--- src/rtl/pd_hold_map.svh ---
// constants for the pin-controlled power-down hold logic
`ifndef PD_HOLD_MAP_SVH
`define PD_HOLD_MAP_SVH

// user pins under power-down control
`define PD_IO_W        8
// core clock period in ns
`define PD_CLK_NS      10
// wake time after the sleep pin falls, in ns
`define PD_WAKE_NS     1000
// edges from a sleep pin change to the state change
`define PD_ENTRY_LAT   5
// wake count net of pin latency, so the whole exit fits the wake time
`define PD_WAKE_CYC    ((`PD_WAKE_NS / `PD_CLK_NS) - `PD_ENTRY_LAT)
`define PD_CNT_W       7
`define PD_CNT_ZERO    7'h00
`define PD_CNT_ONE     7'h01
// synchroniser depth for pin inputs
`define PD_SYNC_D      3
// reset values
`define PD_IO_ZERO     8'h00
`define PD_BIT_ZERO    1'h0

`endif

--- src/rtl/pd_hold_pkg.sv ---
// types of the pin-controlled power-down hold logic
`include "pd_hold_map.svh"

package pd_hold_pkg;

	typedef enum logic [1:0] {
		ST_RUN   = 2'h0,
		ST_SLEEP = 2'h1,
		ST_WAKE  = 2'h2
	} pd_state_t;

	typedef logic [`PD_IO_W-1:0]  io_vec_t;
	typedef logic [`PD_CNT_W-1:0] wake_cnt_t;

endpackage : pd_hold_pkg

--- src/rtl/pd_hold_if.sv ---
// link between the power-down controller and its input hold bank
`timescale 1ns/1ps
`include "pd_hold_map.svh"

interface pd_hold_if;
	logic                 freeze;
	pd_hold_pkg::io_vec_t oeHeld;
	pd_hold_pkg::io_vec_t inLevel;
	pd_hold_pkg::io_vec_t keepEn;

	modport ctrl (
		output freeze,
		output oeHeld,
		input  inLevel,
		input  keepEn
	);

	modport bank (
		input  freeze,
		input  oeHeld,
		output inLevel,
		output keepEn
	);
endinterface : pd_hold_if

--- src/rtl/pin_hold_bank.sv ---
// per-pin input synchroniser, input blocking and hold latch
`timescale 1ns/1ps
`include "pd_hold_map.svh"

module pin_hold_bank (
	// clock and reset
	input  wire logic                 core_clk,
	input  wire logic                 reset,
	// raw pin levels
	input  wire pd_hold_pkg::io_vec_t padIn,
	// controller side
	pd_hold_if.bank                   hold
);

	genvar i;
	generate
		for (i = 0; i < `PD_IO_W; i++) begin : g_pin
			logic [`PD_SYNC_D-1:0] sync_r;
			logic [`PD_SYNC_D-1:0] sync_nxt;
			logic                  level_r;
			logic                  level_nxt;

			always_comb begin
				sync_nxt = {sync_r[`PD_SYNC_D-2:0], padIn[i]};
				level_nxt = level_r;
				// a change counts once stages two and three agree
				if (!hold.freeze && (sync_r[1] == sync_r[2])) begin
					level_nxt = sync_r[2];
				end
			end

			always_ff @(posedge core_clk or posedge reset) begin
				if (reset) begin
					sync_r  <= '0;
					level_r <= `PD_BIT_ZERO;
				end else begin
					sync_r  <= sync_nxt;
					level_r <= level_nxt;
				end
			end

			assign hold.inLevel[i] = level_r;
			// keeper only where no output drives the pin
			assign hold.keepEn[i] = hold.freeze & ~hold.oeHeld[i];
		end
	endgenerate

endmodule : pin_hold_bank

--- src/rtl/pin_power_down_hold.sv ---
// pin-controlled power-down controller with output and state hold
`timescale 1ns/1ps
`include "pd_hold_map.svh"

// How it works
// enabled sleep pin acts as power-down control, not ordinary input
// power down while an enabled first or second sleep pin is high
// freeze outputs and core state on entry; outputs stay valid
// outputs that were high impedance at entry stay high impedance
// all inputs except the sleep pin are blocked while powered down
// hold latches keep undriven pins at their last level
// power-down exists only when configured; otherwise pin is normal
// a configured sleep pin never reaches the logic array
// board holds inputs, enables, clocks valid 7 ns before sleep
// board holds inputs, enables, clocks 12 ns after sleep rises
// board waits 1 us after sleep falls before inputs count
// valid output data within 1 us after sleep pin falls
// wake resumes from held state, no reset, nothing lost

module pin_power_down_hold (
	// clock and reset
	input  wire logic                 core_clk,
	input  wire logic                 reset,
	// configuration
	input  wire logic                 firstSleepEnable,
	input  wire logic                 secondSleepEnable,
	// sleep pins
	input  wire logic                 first_sleep_pin,
	input  wire logic                 second_sleep_pin,
	// user pins
	input  wire pd_hold_pkg::io_vec_t padIn,
	output pd_hold_pkg::io_vec_t      padOut,
	output pd_hold_pkg::io_vec_t      padOe,
	output pd_hold_pkg::io_vec_t      keepOut,
	output pd_hold_pkg::io_vec_t      keepOe,
	// logic array side
	input  wire pd_hold_pkg::io_vec_t coreOut,
	input  wire pd_hold_pkg::io_vec_t coreOe,
	output pd_hold_pkg::io_vec_t      coreIn,
	output logic                      coreFreeze,
	output logic                      arrayFirstPin,
	output logic                      arraySecondPin,
	// status
	output logic                      poweredDown,
	output logic                      wakeDone
);

	pd_hold_if hold ();

	pin_hold_bank u_bank (
		.core_clk (core_clk),
		.reset    (reset),
		.padIn    (padIn),
		.hold     (hold.bank)
	);

	// sleep pin synchronisers and filtered levels
	logic [`PD_SYNC_D-1:0] firstSync_r;
	logic [`PD_SYNC_D-1:0] firstSync_nxt;
	logic [`PD_SYNC_D-1:0] secondSync_r;
	logic [`PD_SYNC_D-1:0] secondSync_nxt;
	logic                  firstLevel_r;
	logic                  firstLevel_nxt;
	logic                  secondLevel_r;
	logic                  secondLevel_nxt;

	always_comb begin
		firstSync_nxt   = {firstSync_r[`PD_SYNC_D-2:0], first_sleep_pin};
		secondSync_nxt  = {secondSync_r[`PD_SYNC_D-2:0], second_sleep_pin};
		firstLevel_nxt  = firstLevel_r;
		secondLevel_nxt = secondLevel_r;
		// sleep pins are never blocked, even while powered down
		if (firstSync_r[1] == firstSync_r[2]) begin
			firstLevel_nxt = firstSync_r[2];
		end
		if (secondSync_r[1] == secondSync_r[2]) begin
			secondLevel_nxt = secondSync_r[2];
		end
	end

	always_ff @(posedge core_clk or posedge reset) begin
		if (reset) begin
			firstSync_r   <= '0;
			secondSync_r  <= '0;
			firstLevel_r  <= `PD_BIT_ZERO;
			secondLevel_r <= `PD_BIT_ZERO;
		end else begin
			firstSync_r   <= firstSync_nxt;
			secondSync_r  <= secondSync_nxt;
			firstLevel_r  <= firstLevel_nxt;
			secondLevel_r <= secondLevel_nxt;
		end
	end

	// request to sleep from whichever pins are configured
	logic sleepReq;
	assign sleepReq = (firstSleepEnable & firstLevel_r)
		| (secondSleepEnable & secondLevel_r);

	// unconfigured sleep pins behave as ordinary inputs
	logic arrayFirst_r;
	logic arrayFirst_nxt;
	logic arraySecond_r;
	logic arraySecond_nxt;

	always_comb begin
		arrayFirst_nxt  = arrayFirst_r;
		arraySecond_nxt = arraySecond_r;
		if (firstSleepEnable) begin
			arrayFirst_nxt = `PD_BIT_ZERO;
		end else if (!hold.freeze) begin
			arrayFirst_nxt = firstLevel_r;
		end
		if (secondSleepEnable) begin
			arraySecond_nxt = `PD_BIT_ZERO;
		end else if (!hold.freeze) begin
			arraySecond_nxt = secondLevel_r;
		end
	end

	always_ff @(posedge core_clk or posedge reset) begin
		if (reset) begin
			arrayFirst_r  <= `PD_BIT_ZERO;
			arraySecond_r <= `PD_BIT_ZERO;
		end else begin
			arrayFirst_r  <= arrayFirst_nxt;
			arraySecond_r <= arraySecond_nxt;
		end
	end

	// power-down sequencing
	pd_hold_pkg::pd_state_t state_r;
	pd_hold_pkg::pd_state_t state_nxt;
	pd_hold_pkg::wake_cnt_t wakeCnt_r;
	pd_hold_pkg::wake_cnt_t wakeCnt_nxt;

	always_comb begin
		state_nxt   = state_r;
		wakeCnt_nxt = wakeCnt_r;
		case (state_r)
			pd_hold_pkg::ST_RUN: begin
				// sleep pin and inputs share one latency, so the
				// frozen inputs are sampled one to two edges after the sleep edge
				if (sleepReq) begin
					state_nxt = pd_hold_pkg::ST_SLEEP;
				end
			end
			pd_hold_pkg::ST_SLEEP: begin
				if (!sleepReq) begin
					state_nxt   = pd_hold_pkg::ST_WAKE;
					wakeCnt_nxt = pd_hold_pkg::wake_cnt_t'(`PD_WAKE_CYC);
				end
			end
			pd_hold_pkg::ST_WAKE: begin
				// the sleep pin may rise again before the wake ends
				if (sleepReq) begin
					state_nxt   = pd_hold_pkg::ST_SLEEP;
					wakeCnt_nxt = `PD_CNT_ZERO;
				end else if (wakeCnt_r == `PD_CNT_ONE) begin
					state_nxt   = pd_hold_pkg::ST_RUN;
					wakeCnt_nxt = `PD_CNT_ZERO;
				end else begin
					wakeCnt_nxt = wakeCnt_r - `PD_CNT_ONE;
				end
			end
			default: begin
				state_nxt   = pd_hold_pkg::ST_RUN;
				wakeCnt_nxt = `PD_CNT_ZERO;
			end
		endcase
	end

	always_ff @(posedge core_clk or posedge reset) begin
		if (reset) begin
			state_r   <= pd_hold_pkg::ST_RUN;
			wakeCnt_r <= `PD_CNT_ZERO;
		end else begin
			state_r   <= state_nxt;
			wakeCnt_r <= wakeCnt_nxt;
		end
	end

	// freeze covers sleep and the whole wake time
	assign hold.freeze = (state_r != pd_hold_pkg::ST_RUN);

	// output data and enables, held while frozen
	pd_hold_pkg::io_vec_t padOut_r;
	pd_hold_pkg::io_vec_t padOut_nxt;
	pd_hold_pkg::io_vec_t padOe_r;
	pd_hold_pkg::io_vec_t padOe_nxt;
	pd_hold_pkg::io_vec_t coreIn_r;
	pd_hold_pkg::io_vec_t coreIn_nxt;

	always_comb begin
		padOut_nxt = padOut_r;
		padOe_nxt  = padOe_r;
		coreIn_nxt = coreIn_r;
		if (!hold.freeze) begin
			padOut_nxt = coreOut;
			padOe_nxt  = coreOe;
			coreIn_nxt = hold.inLevel;
		end
	end

	always_ff @(posedge core_clk or posedge reset) begin
		if (reset) begin
			padOut_r <= `PD_IO_ZERO;
			padOe_r  <= `PD_IO_ZERO;
			coreIn_r <= `PD_IO_ZERO;
		end else begin
			padOut_r <= padOut_nxt;
			padOe_r  <= padOe_nxt;
			coreIn_r <= coreIn_nxt;
		end
	end

	assign hold.oeHeld = padOe_r;

	// keeper is weak; it never overrides a driven output
	pd_hold_pkg::io_vec_t keepOut_r;
	pd_hold_pkg::io_vec_t keepOut_nxt;
	pd_hold_pkg::io_vec_t keepOe_r;
	pd_hold_pkg::io_vec_t keepOe_nxt;

	always_comb begin
		keepOut_nxt = hold.inLevel;
		keepOe_nxt  = hold.keepEn;
	end

	always_ff @(posedge core_clk or posedge reset) begin
		if (reset) begin
			keepOut_r <= `PD_IO_ZERO;
			keepOe_r  <= `PD_IO_ZERO;
		end else begin
			keepOut_r <= keepOut_nxt;
			keepOe_r  <= keepOe_nxt;
		end
	end

	assign padOut         = padOut_r;
	assign padOe          = padOe_r;
	assign keepOut        = keepOut_r;
	assign keepOe         = keepOe_r;
	assign coreIn         = coreIn_r;
	// core registers hold rather than reset, so wake loses nothing
	assign coreFreeze     = hold.freeze;
	assign arrayFirstPin  = arrayFirst_r;
	assign arraySecondPin = arraySecond_r;
	assign poweredDown    = (state_r == pd_hold_pkg::ST_SLEEP);
	assign wakeDone       = (state_r == pd_hold_pkg::ST_RUN);

endmodule : pin_power_down_hold

--- config.mk ---
export PLATFORM = sky130hd
export DESIGN_NAME = pin_power_down_hold
export DESIGN_NICKNAME = d
export VERILOG_FILES = /design/src/rtl/pd_hold_pkg.sv /design/src/rtl/pd_hold_if.sv /design/src/rtl/pin_hold_bank.sv /design/src/rtl/pin_power_down_hold.sv
export VERILOG_INCLUDE_DIRS = /design/src /design/src/rtl
export SDC_FILE = /design/constraint.sdc
export NUM_CORES = 1
export LEC_CHECK = 0
export BUFFER_PORTS_ARGS = -buffer_cell sky130_fd_sc_hd__buf_2
export CELL_PAD_IN_SITES_DETAIL_PLACEMENT = 2
export CELL_PAD_IN_SITES_GLOBAL_PLACEMENT = 2
export CORE_MARGIN = 2
export CORE_UTILIZATION = 38
export CTS_CLUSTER_DIAMETER = 200
export CTS_CLUSTER_SIZE = 16
export DETAILED_ROUTE_END_ITERATION = 12
export PLACE_DENSITY_LB_ADDON = 0.15
export SETUP_SLACK_MARGIN = 0.3
export SKIP_LAST_GASP = 1
export SLEW_MARGIN = 10
export SYNTH_ARGS = -nofsm -noshare
export SYNTH_HDL_FRONTEND = slang
export SYNTH_SLANG_ARGS = --single-unit
export TNS_END_PERCENT = 50
--- constraint.sdc ---
create_clock -name core_clk -period 4.6 [get_ports core_clk]
set_clock_uncertainty 0.05 [all_clocks]
set_input_delay 0.92 -clock core_clk [delete_from_list [all_inputs] [get_ports core_clk]]
set_output_delay 0.92 -clock core_clk [all_outputs]
set_load 0.005 [all_outputs]
==> impl_metrics.py, run 1 <==
metrics = {
    "synth": {
        "synth_cell_types": 29,
        "synth_warnings": 0,
        "synth_adder_area_share_pct": 2.964,
        "synthCells": 234,
        "avgSynthCellArea_um2": 13.71,
        "muxShareOfSynthArea_pct": 9.048,
        "synth-xor-area-share_pct": 0,
        "synth_nets": 270,
        "yosys.area_share.simple_pct": 6.318,
        "netlist_area_um2": 3208,
        "ys_ff_latch": 91,
        "ys_seq_area_share_pct": 70.98,
        "synth_top_family_by_area": "multiplexers",
        "synth_compound_gate_area_share_pct": 7.527,
    },
    "clock_network": {
        "cts-hold-fix-buffers": 0,
        "cts_setup_buffers": 0,
        "root_buffer": "clkbuf_8",
        "clock_latency_ns": 0.36,
        "cts.clk_slew.worst_paths_ns": 0.10,
        "clock-sinks": 91,
        "cts-buffers-inserted": 9,
        "cts_tree": "done",
        "h-tree-depth": 3,
        "clock_path_buffers": 2,
        "cts_resized": 0,
    },
    "critical_path": {
        "critPathMaxStageDelay_ns": 0.49,
        "slowest_stage": "buf_4",
        "startpoint_type": "flop",
        "reg2reg_to": "state_r[1]",
        "cp.depth": 4,
        "reg2regPathDepth": 4,
        "crit_path_end_kind": "output pin",
        "rr_startpoint": "wakeCnt_r[3]",
        "arrival_ns": 1.81,
        "r2r_slack_ns": 2.58,
        "crit_type": "flop to output pin",
        "critPathBufInv": 3,
        "cp_cell_sequence": "inv_1, ha_2, buf_4, buf_2",
        "critPathMaxFanout": 48,
        "cp.required_ns": 3.63,
        "cp_top_family": "buffers and inverters",
    },
    "placed_design": {
        "gp_congestion": 0.7581,
        "place_inst": 407,
        "place_hpwl_um": 4813,
        "place_ws_ns": 2.201,
        "placed_cell_area_um2": 3691,
        "portBuffers": 74,
    },
    "route": {
        "drt-initial-drc-count": 41,
        "top_layer": "met4",
        "drc": 0,
        "drt_pass1_iterations": 4,
        "met2_length_um": 3647,
        "wl_met1_um": 2940,
        "viasPerCell": 4.948,
        "wl_per_cell_um": 16.50,
        "wirelength_um": 6980,
        "wl_met3_um": 243,
        "ant_nets": 0,
        "num_vias": 2093,
    },
    "die": {
        "fp.dieH_um": 95.88,
        "core_um2": 8217,
        "rows": 33,
        "initial_core_util_pct": 39.04,
        "die_w_um": 95.88,
        "die_area_um2": 9193,
        "pin_count": 75,
    },
    "sta": {
        "finalCriticalPeriod_ns": 2.777,
        "max_slew_margin_pct": 52.60,
        "finalCritPeriodShare_pct": 60.36,
        "fin_tns_setup_ns": 0,
        "setup_viol": 0,
        "worstMarginPinSlew_ns": 0.7111,
        "hold_viol": 0,
        "max_freq_ghz": 0.3602,
        "final_max_slew_viol_count": 0,
        "fin_ws_ns": 1.823,
        "rsz0062_at_grt": "false",
    },
    "hold_path": {
        "whs_endpoint": "u_bank.g_pin[5].sync_r[1]",
        "min_path_type": "flop to flop",
        "worstHoldStart": "u_bank.g_pin[5].sync_r[0]",
        "hold-path-cell-count": 0,
    },
    "power_and_ir_drop": {
        "p_per_area_nw_per_um2": 662.7,
        "ir_drop_v": 0.0002618,
        "p_leak_uw": 0.001848,
    },
    "global_routing": {
        "grt_antenna_before_repair": 0,
        "grt_pass1_wl_um": 11660,
        "grt_max_degree": 58,
        "grt_pass1_vias": 2274,
        "grt_usage_pct": 17.16,
        "grt-ovfl-total": 0,
    },
    "outcome": {
        "status": "finished, final reports clean",
    },
    "finish": {
        "final_cell_count_no_fill": 423,
        "drive_gt1_share_pct": 37.42,
        "area_growth_pct": 20.67,
        "diodes": 0,
        "fillers": 848,
        "fin_area_um2": 3871,
        "nets": 349,
    },
    "job": {
        "cap_violations": 0,
    },
}
==> state kept, by name, indices dropped and copies added, names as in the netlist <==
signal and count:
secondSync_r 3, u_bank.g_pin.level_r 8, u_bank.g_pin.sync_r 24, arrayFirstPin 1, firstSync_r 3, coreIn 8
arraySecondPin 1, wakeCnt_r 7, padOut 8, keepOut 8, state_r 2, firstLevel_r 1
secondLevel_r 1, keepOe 8, padOe 8
==> layer usage <==
layer  up-vias  track usage (%)
met1      1092            21.22
li1        948                -
met4         0            8.929
met2        44            28.73
met5         -                0
met3         9            3.132
==> report_power, final <==
| group | internal, uW | leakage (uW) | switching [uW] |
|---|---|---|---|
| Clock | 206 | 0.0000967 | 302 |
| Combinational | 404 | 0.000681 | 447 |
| Sequential | 1050 | 0.00107 | 156 |
==> kinds of logic after synthesis <==
family                   Yosys count
flip-flops                        91
AND/OR/NAND/NOR                   43
AO/OA/AOI/OAI                     41
multiplexers                      26
buffers and inverters             25
adder cells (fa/ha/maj)            8
==> Yosys cell counts <==
library cell | count | share of area (%)
ha_1 | 6 | 2.3
nor2b_1 | 3 | 0.59
nor2_1 | 12 | 1.4
nand2_1 | 11 | 1.3
a31oi_1 | 2 | 0.39
nor3_1 | 4 | 0.62
dfrtp_1 | 91 | 71
o21ai_0 | 19 | 3.0
maj3_1 | 2 | 0.62
nand3_1 | 7 | 1.1
clkinv_1 | 1 | 0.12
inv_1 | 16 | 1.9
buf_6 | 1 | 0.35
or3_4 | 1 | 0.35
a22oi_1 | 1 | 0.23
nand2b_1 | 1 | 0.20
mux2_2 | 24 | 8.4
a21oi_1 | 8 | 1.2
clkbuf_1 | 7 | 0.82
or3_1 | 1 | 0.20
o211ai_1 | 5 | 1.2
and3_1 | 1 | 0.20
nor4_1 | 2 | 0.39
a21o_1 | 1 | 0.23
o41a_1 | 1 | 0.35
mux2i_1 | 2 | 0.62
o21a_1 | 2 | 0.47
a22o_1 | 1 | 0.27
o22ai_1 | 1 | 0.20
==> placed cells by master (no fill, tap or decap), types with 4 or more instances in the layout <==
cell type and count:
a21oi_1 8, buf_2 74, clkbuf_8 9, dfrtp_1 91
ha_1 5, inv_1 15, inv_6 4, mux2_2 24
nand2_1 11, nand3_1 7, nor2_1 12, nor3_1 4
o211ai_1 5, o21ai_0 19
==> worst max path at each step <==
stage	start	endpoint	slack [ns]
finish	state_r[0]	wakeDone	1.82
global route	state_r[0]	wakeDone	1.67
CTS	state_r[0]	wakeDone	1.78
detailed placement	state_r[0]	wakeDone	2.20
global placement	state_r[0]	wakeDone	2.23
floorplan	reset	arrayFirstPin	1.27
==> cell type report <==
type	count	area [um2]	share of cell area, %
flip-flops and latches	91	2277	58.82
multi-input cells	118	832.0	21.49
repair buffers	76	385.4	9.955
well taps	105	131.4	3.394
clock buffers	9	123.9	3.200
inverters	17	65.06	1.681
clock inverters	7	56.30	1.454
==> per-stage QoR <==
step                total power [uW]  hold WS, ns  utilization (%)
finish                          2565       0.2993            47.11
global route                    2780       0.3094            47.11
CTS                             2623       0.3042            47.11
detailed placement              2103       0.2858            44.92
global placement                2040       0.2810            44.92
floorplan                       1715       0.2812                -
Power figures use the tool's default switching activity.
==> run 2: changes to the inputs <==
--- a/config.mk
+++ b/config.mk
@@ -6,11 +6,12 @@
 export SDC_FILE = /design/constraint.sdc
 export NUM_CORES = 1
 export LEC_CHECK = 0
+export ABC_AREA = 1
 export BUFFER_PORTS_ARGS = -buffer_cell sky130_fd_sc_hd__buf_2
 export CELL_PAD_IN_SITES_DETAIL_PLACEMENT = 2
 export CELL_PAD_IN_SITES_GLOBAL_PLACEMENT = 2
 export CORE_MARGIN = 2
-export CORE_UTILIZATION = 38
+export CORE_UTILIZATION = 34
 export CTS_CLUSTER_DIAMETER = 200
 export CTS_CLUSTER_SIZE = 16
 export DETAILED_ROUTE_END_ITERATION = 12
==> constraint.sdc (replaced) <==
create_clock -name core_clk -period 2.7 [get_ports core_clk]
set_clock_uncertainty 0.05 [all_clocks]
set_input_delay 0.54 -clock core_clk [delete_from_list [all_inputs] [get_ports core_clk]]
set_output_delay 0.54 -clock core_clk [all_outputs]
set_load 0.005 [all_outputs]
==> run 2 against run 1 <==
Synthesized cell count up 26%. Clock-buffer cell count is 1 higher. Via count is 11% higher. Sequential share of layout area fell by 2.7 points. Synthesized area up 3.5%. Worst hold slack worse by 0.17 ns. Combinational power increased by 95%. Largest cell class unchanged. Routed wire length up 7.6%.
==> impl_metrics.py, run 2 <==
metrics = {
    "clock_network": {
        "cts-hold-fix-buffers": 0,
        "root_buffer": "clkbuf_8",
        "clock_path_buffers": 2,
        "clock-sinks": 91,
        "cts.clk_slew.worst_paths_ns": 0.10,
        "cts_resized": 0,
        "cts_tree": "done",
        "clock_latency_ns": 0.36,
        "cts-buffers-inserted": 9,
        "h-tree-depth": 3,
        "cts_setup_buffers": 0,
    },
    "finish": {
        "finish.utilization_pct": 42.12,
        "area_growth_pct": 22.27,
        "fillers": 1063,
        "diodes": 0,
        "ff_latch_area_um2": 2277,
        "final_cell_count_no_fill": 512,
        "nets": 410,
        "largest_reg_flops": 24,
        "final_cell_mix": "95 x nand2_1, 91 x dfrtp_1, 74 x buf_2",
        "multi_input_area_um2": 908.4,
        "final_common_cell": "nand2_1",
        "drive_gt1_share_pct": 30.08,
        "fin_area_um2": 4060,
        "regMostFlops": "u_bank.g_pin.sync_r",
    },
    "sta": {
        "finalCritPeriodShare_pct": 83.98,
        "rsz0062_at_grt": "false",
        "max_slew_margin_pct": 70.61,
        "holdWs_ns": 0.1254,
        "hold_viol": 0,
        "max_freq_ghz": 0.4410,
        "worstMarginPinSlew_ns": 0.4400,
        "setup_viol": 0,
        "final_max_slew_viol_count": 0,
        "fin_tns_setup_ns": 0,
        "finalCriticalPeriod_ns": 2.267,
    },
    "critical_path": {
        "rr_startpoint": "state_r[0]",
        "cp_top_family": "buffers and inverters",
        "crit_path_end_kind": "output pin",
        "reg2regPathDepth": 9,
        "crit_type": "flop to output pin",
        "cp_cell_sequence": "inv_1, ha_2, inv_8, buf_2",
        "critPathMaxStageDelay_ns": 0.42,
        "critPathMaxFanout": 39,
        "critPathBufInv": 3,
        "startpoint_type": "flop",
        "r2r_slack_ns": 0.79,
        "arrival_ns": 1.68,
        "cp.required_ns": 2.11,
        "reg2reg_to": "state_r[1]",
        "slowest_stage": "dfrtp_1",
    },
    "die": {
        "initial_core_util_pct": 34.45,
        "pin_count": 75,
        "core_um2": 9639,
        "fp.dieH_um": 102.8,
        "die_w_um": 102.8,
        "rows": 36,
        "die_area_um2": 10570,
    },
    "synth": {
        "synth_nets": 331,
        "synth_warnings": 0,
        "avgSynthCellArea_um2": 11.26,
        "synth_common_cells": "95 x nand2_1, 91 x dfrtp_1, 32 x nor2_1, 17 x inv_1, 8 x o211ai_1",
        "synthCells": 295,
        "synth_top_area_share_pct": 68.58,
        "synthArstFlopShare_pct": 100.0,
        "synthMostInstantiatedCell": "nand2_1",
        "ys_seq_area_share_pct": 68.58,
        "synth_edf_count": 0,
        "synthTopCellsByArea": "dfrtp_1 69%, nand2_1 11%, nor2_1 3.6%",
        "netlist_area_um2": 3321,
        "ys.flop_type": "dfrtp_1",
        "synth_top_area_cell": "dfrtp_1",
        "ys_ff_latch": 91,
        "synth_cell_types": 28,
    },
    "global_routing": {
        "grt_antenna_before_repair": 0,
        "grt_pass1_wl_um": 12640,
        "grt_max_degree": 74,
        "grt_usage_pct": 15.91,
        "grt_pass1_vias": 2526,
        "grt-ovfl-total": 0,
    },
    "placed_design": {
        "place_inst": 496,
        "place_hpwl_um": 5245,
        "portBuffers": 74,
        "gp_congestion": 0.7757,
        "placed_cell_area_um2": 3829,
    },
    "route": {
        "ant_nets": 0,
        "drt_pass1_iterations": 4,
        "wl_per_cell_um": 14.67,
        "drc": 0,
        "viasPerCell": 4.525,
        "wirelength_um": 7513,
        "num_vias": 2317,
        "drt-initial-drc-count": 25,
    },
    "hold_path": {
        "min_path_type": "input pin to asynchronous set/reset pin",
    },
    "power_and_ir_drop": {
        "power_switching_uw": 1783,
        "p_leak_uw": 0.002097,
        "seqPwrFrac_pct": 43.6,
        "swShare_pct": 37.07,
        "p_int_uw": 3027,
        "p_per_area_nw_per_um2": 1185,
        "pwr-share-clk_pct": 21.9,
        "ir_drop_v": 0.0003773,
        "combPwrFrac_pct": 34.4,
    },
    "outcome": {
        "status": "finished, final reports clean",
    },
    "job": {
        "cap_violations": 0,
    },
}
[run 2: cell count changes in the layout (fill, tap and decap cells not counted), sizes merged, moves of 6 or more]
cell | previous run | this run
mux2 | 24 | 0
nor2 | 12 | 35
o21ai | 19 | 9
a21oi | 8 | 2
nand2 | 11 | 102
[run 2: metal layers]
layer  global-route usage [%]  vias up  part of all wire, %
met5                        0        -                    0
li1                         -     1078                    -
met1                    19.45     1178                   42
met2                    26.85       49                   51
met3                    4.949       12                  6.0
met4                    5.466        0                  1.4
[run 2: kinds of logic after synthesis]
family                     count (synthesis)  share of synthesized area (%)
buffers and inverters                     26                          4.144
and+or+nand+nor                          148                          19.48
adders and majority gates                  8                          2.864
DFF                                       91                          68.58
xor gates and xnor gates                   3                         0.7914
AOI/OAI and AO/OA                         19                          4.145
[run 2: worst max path at each step]
stage | startpoint | to | slack [ns] | depth (start not counted)
6_report | state_r[0] | coreFreeze | 0.43 | 4
3_5_place_dp | state_r[1] | state_r[1] | 0.79 | 9
3_3_place_gp | state_r[0] | coreFreeze | 0.84 | 4
4_1_cts | state_r[1] | coreFreeze | 0.38 | 4
2_1_floorplan | state_r[0] | coreFreeze | 0.99 | 6
5_1_grt | state_r[1] | coreFreeze | 0.30 | 4
[run 2: area by class of cell]
class / count / area share [%]
clock buffers: 10 / 3.390
clock inverters: 6 / 2.311
inverters: 18 / 1.941
multi-input cells: 178 / 22.37
flip-flops and latches: 91 / 56.09
well taps: 133 / 4.099
repair buffers: 76 / 9.800
[run 2: stage by stage]
step | power [uW] | setup WS (ns)
2_1_floorplan | 3187 | 0.9913
3_3_place_gp | 3743 | 0.8388
3_5_place_dp | 3842 | 0.7904
4_1_cts | 4938 | 0.3840
5_1_grt | 5238 | 0.3024
6_report | 4810 | 0.4325
[run 2: worst register-to-register path, cell delays in order (launching register included)]
cell     delay [ns]
dfrtp_1        0.42
inv_1          0.10
ha_2           0.42
buf_4          0.36
nand3_1        0.16
nand2_2        0.10
inv_1          0.04
nand2_1        0.08
nand2_1        0.06
nand2_1        0.06
[run 2: power by group through the flow]
stage | combinational (uW) | sequential, uW | clock, uW
after floorplan | 1080 | 2110 | 0
after global placement | 1630 | 2110 | 0
after detailed placement | 1710 | 2130 | 0
after CTS | 1720 | 2110 | 1100
after global routing | 1920 | 2170 | 1150
final | 1660 | 2100 | 1060
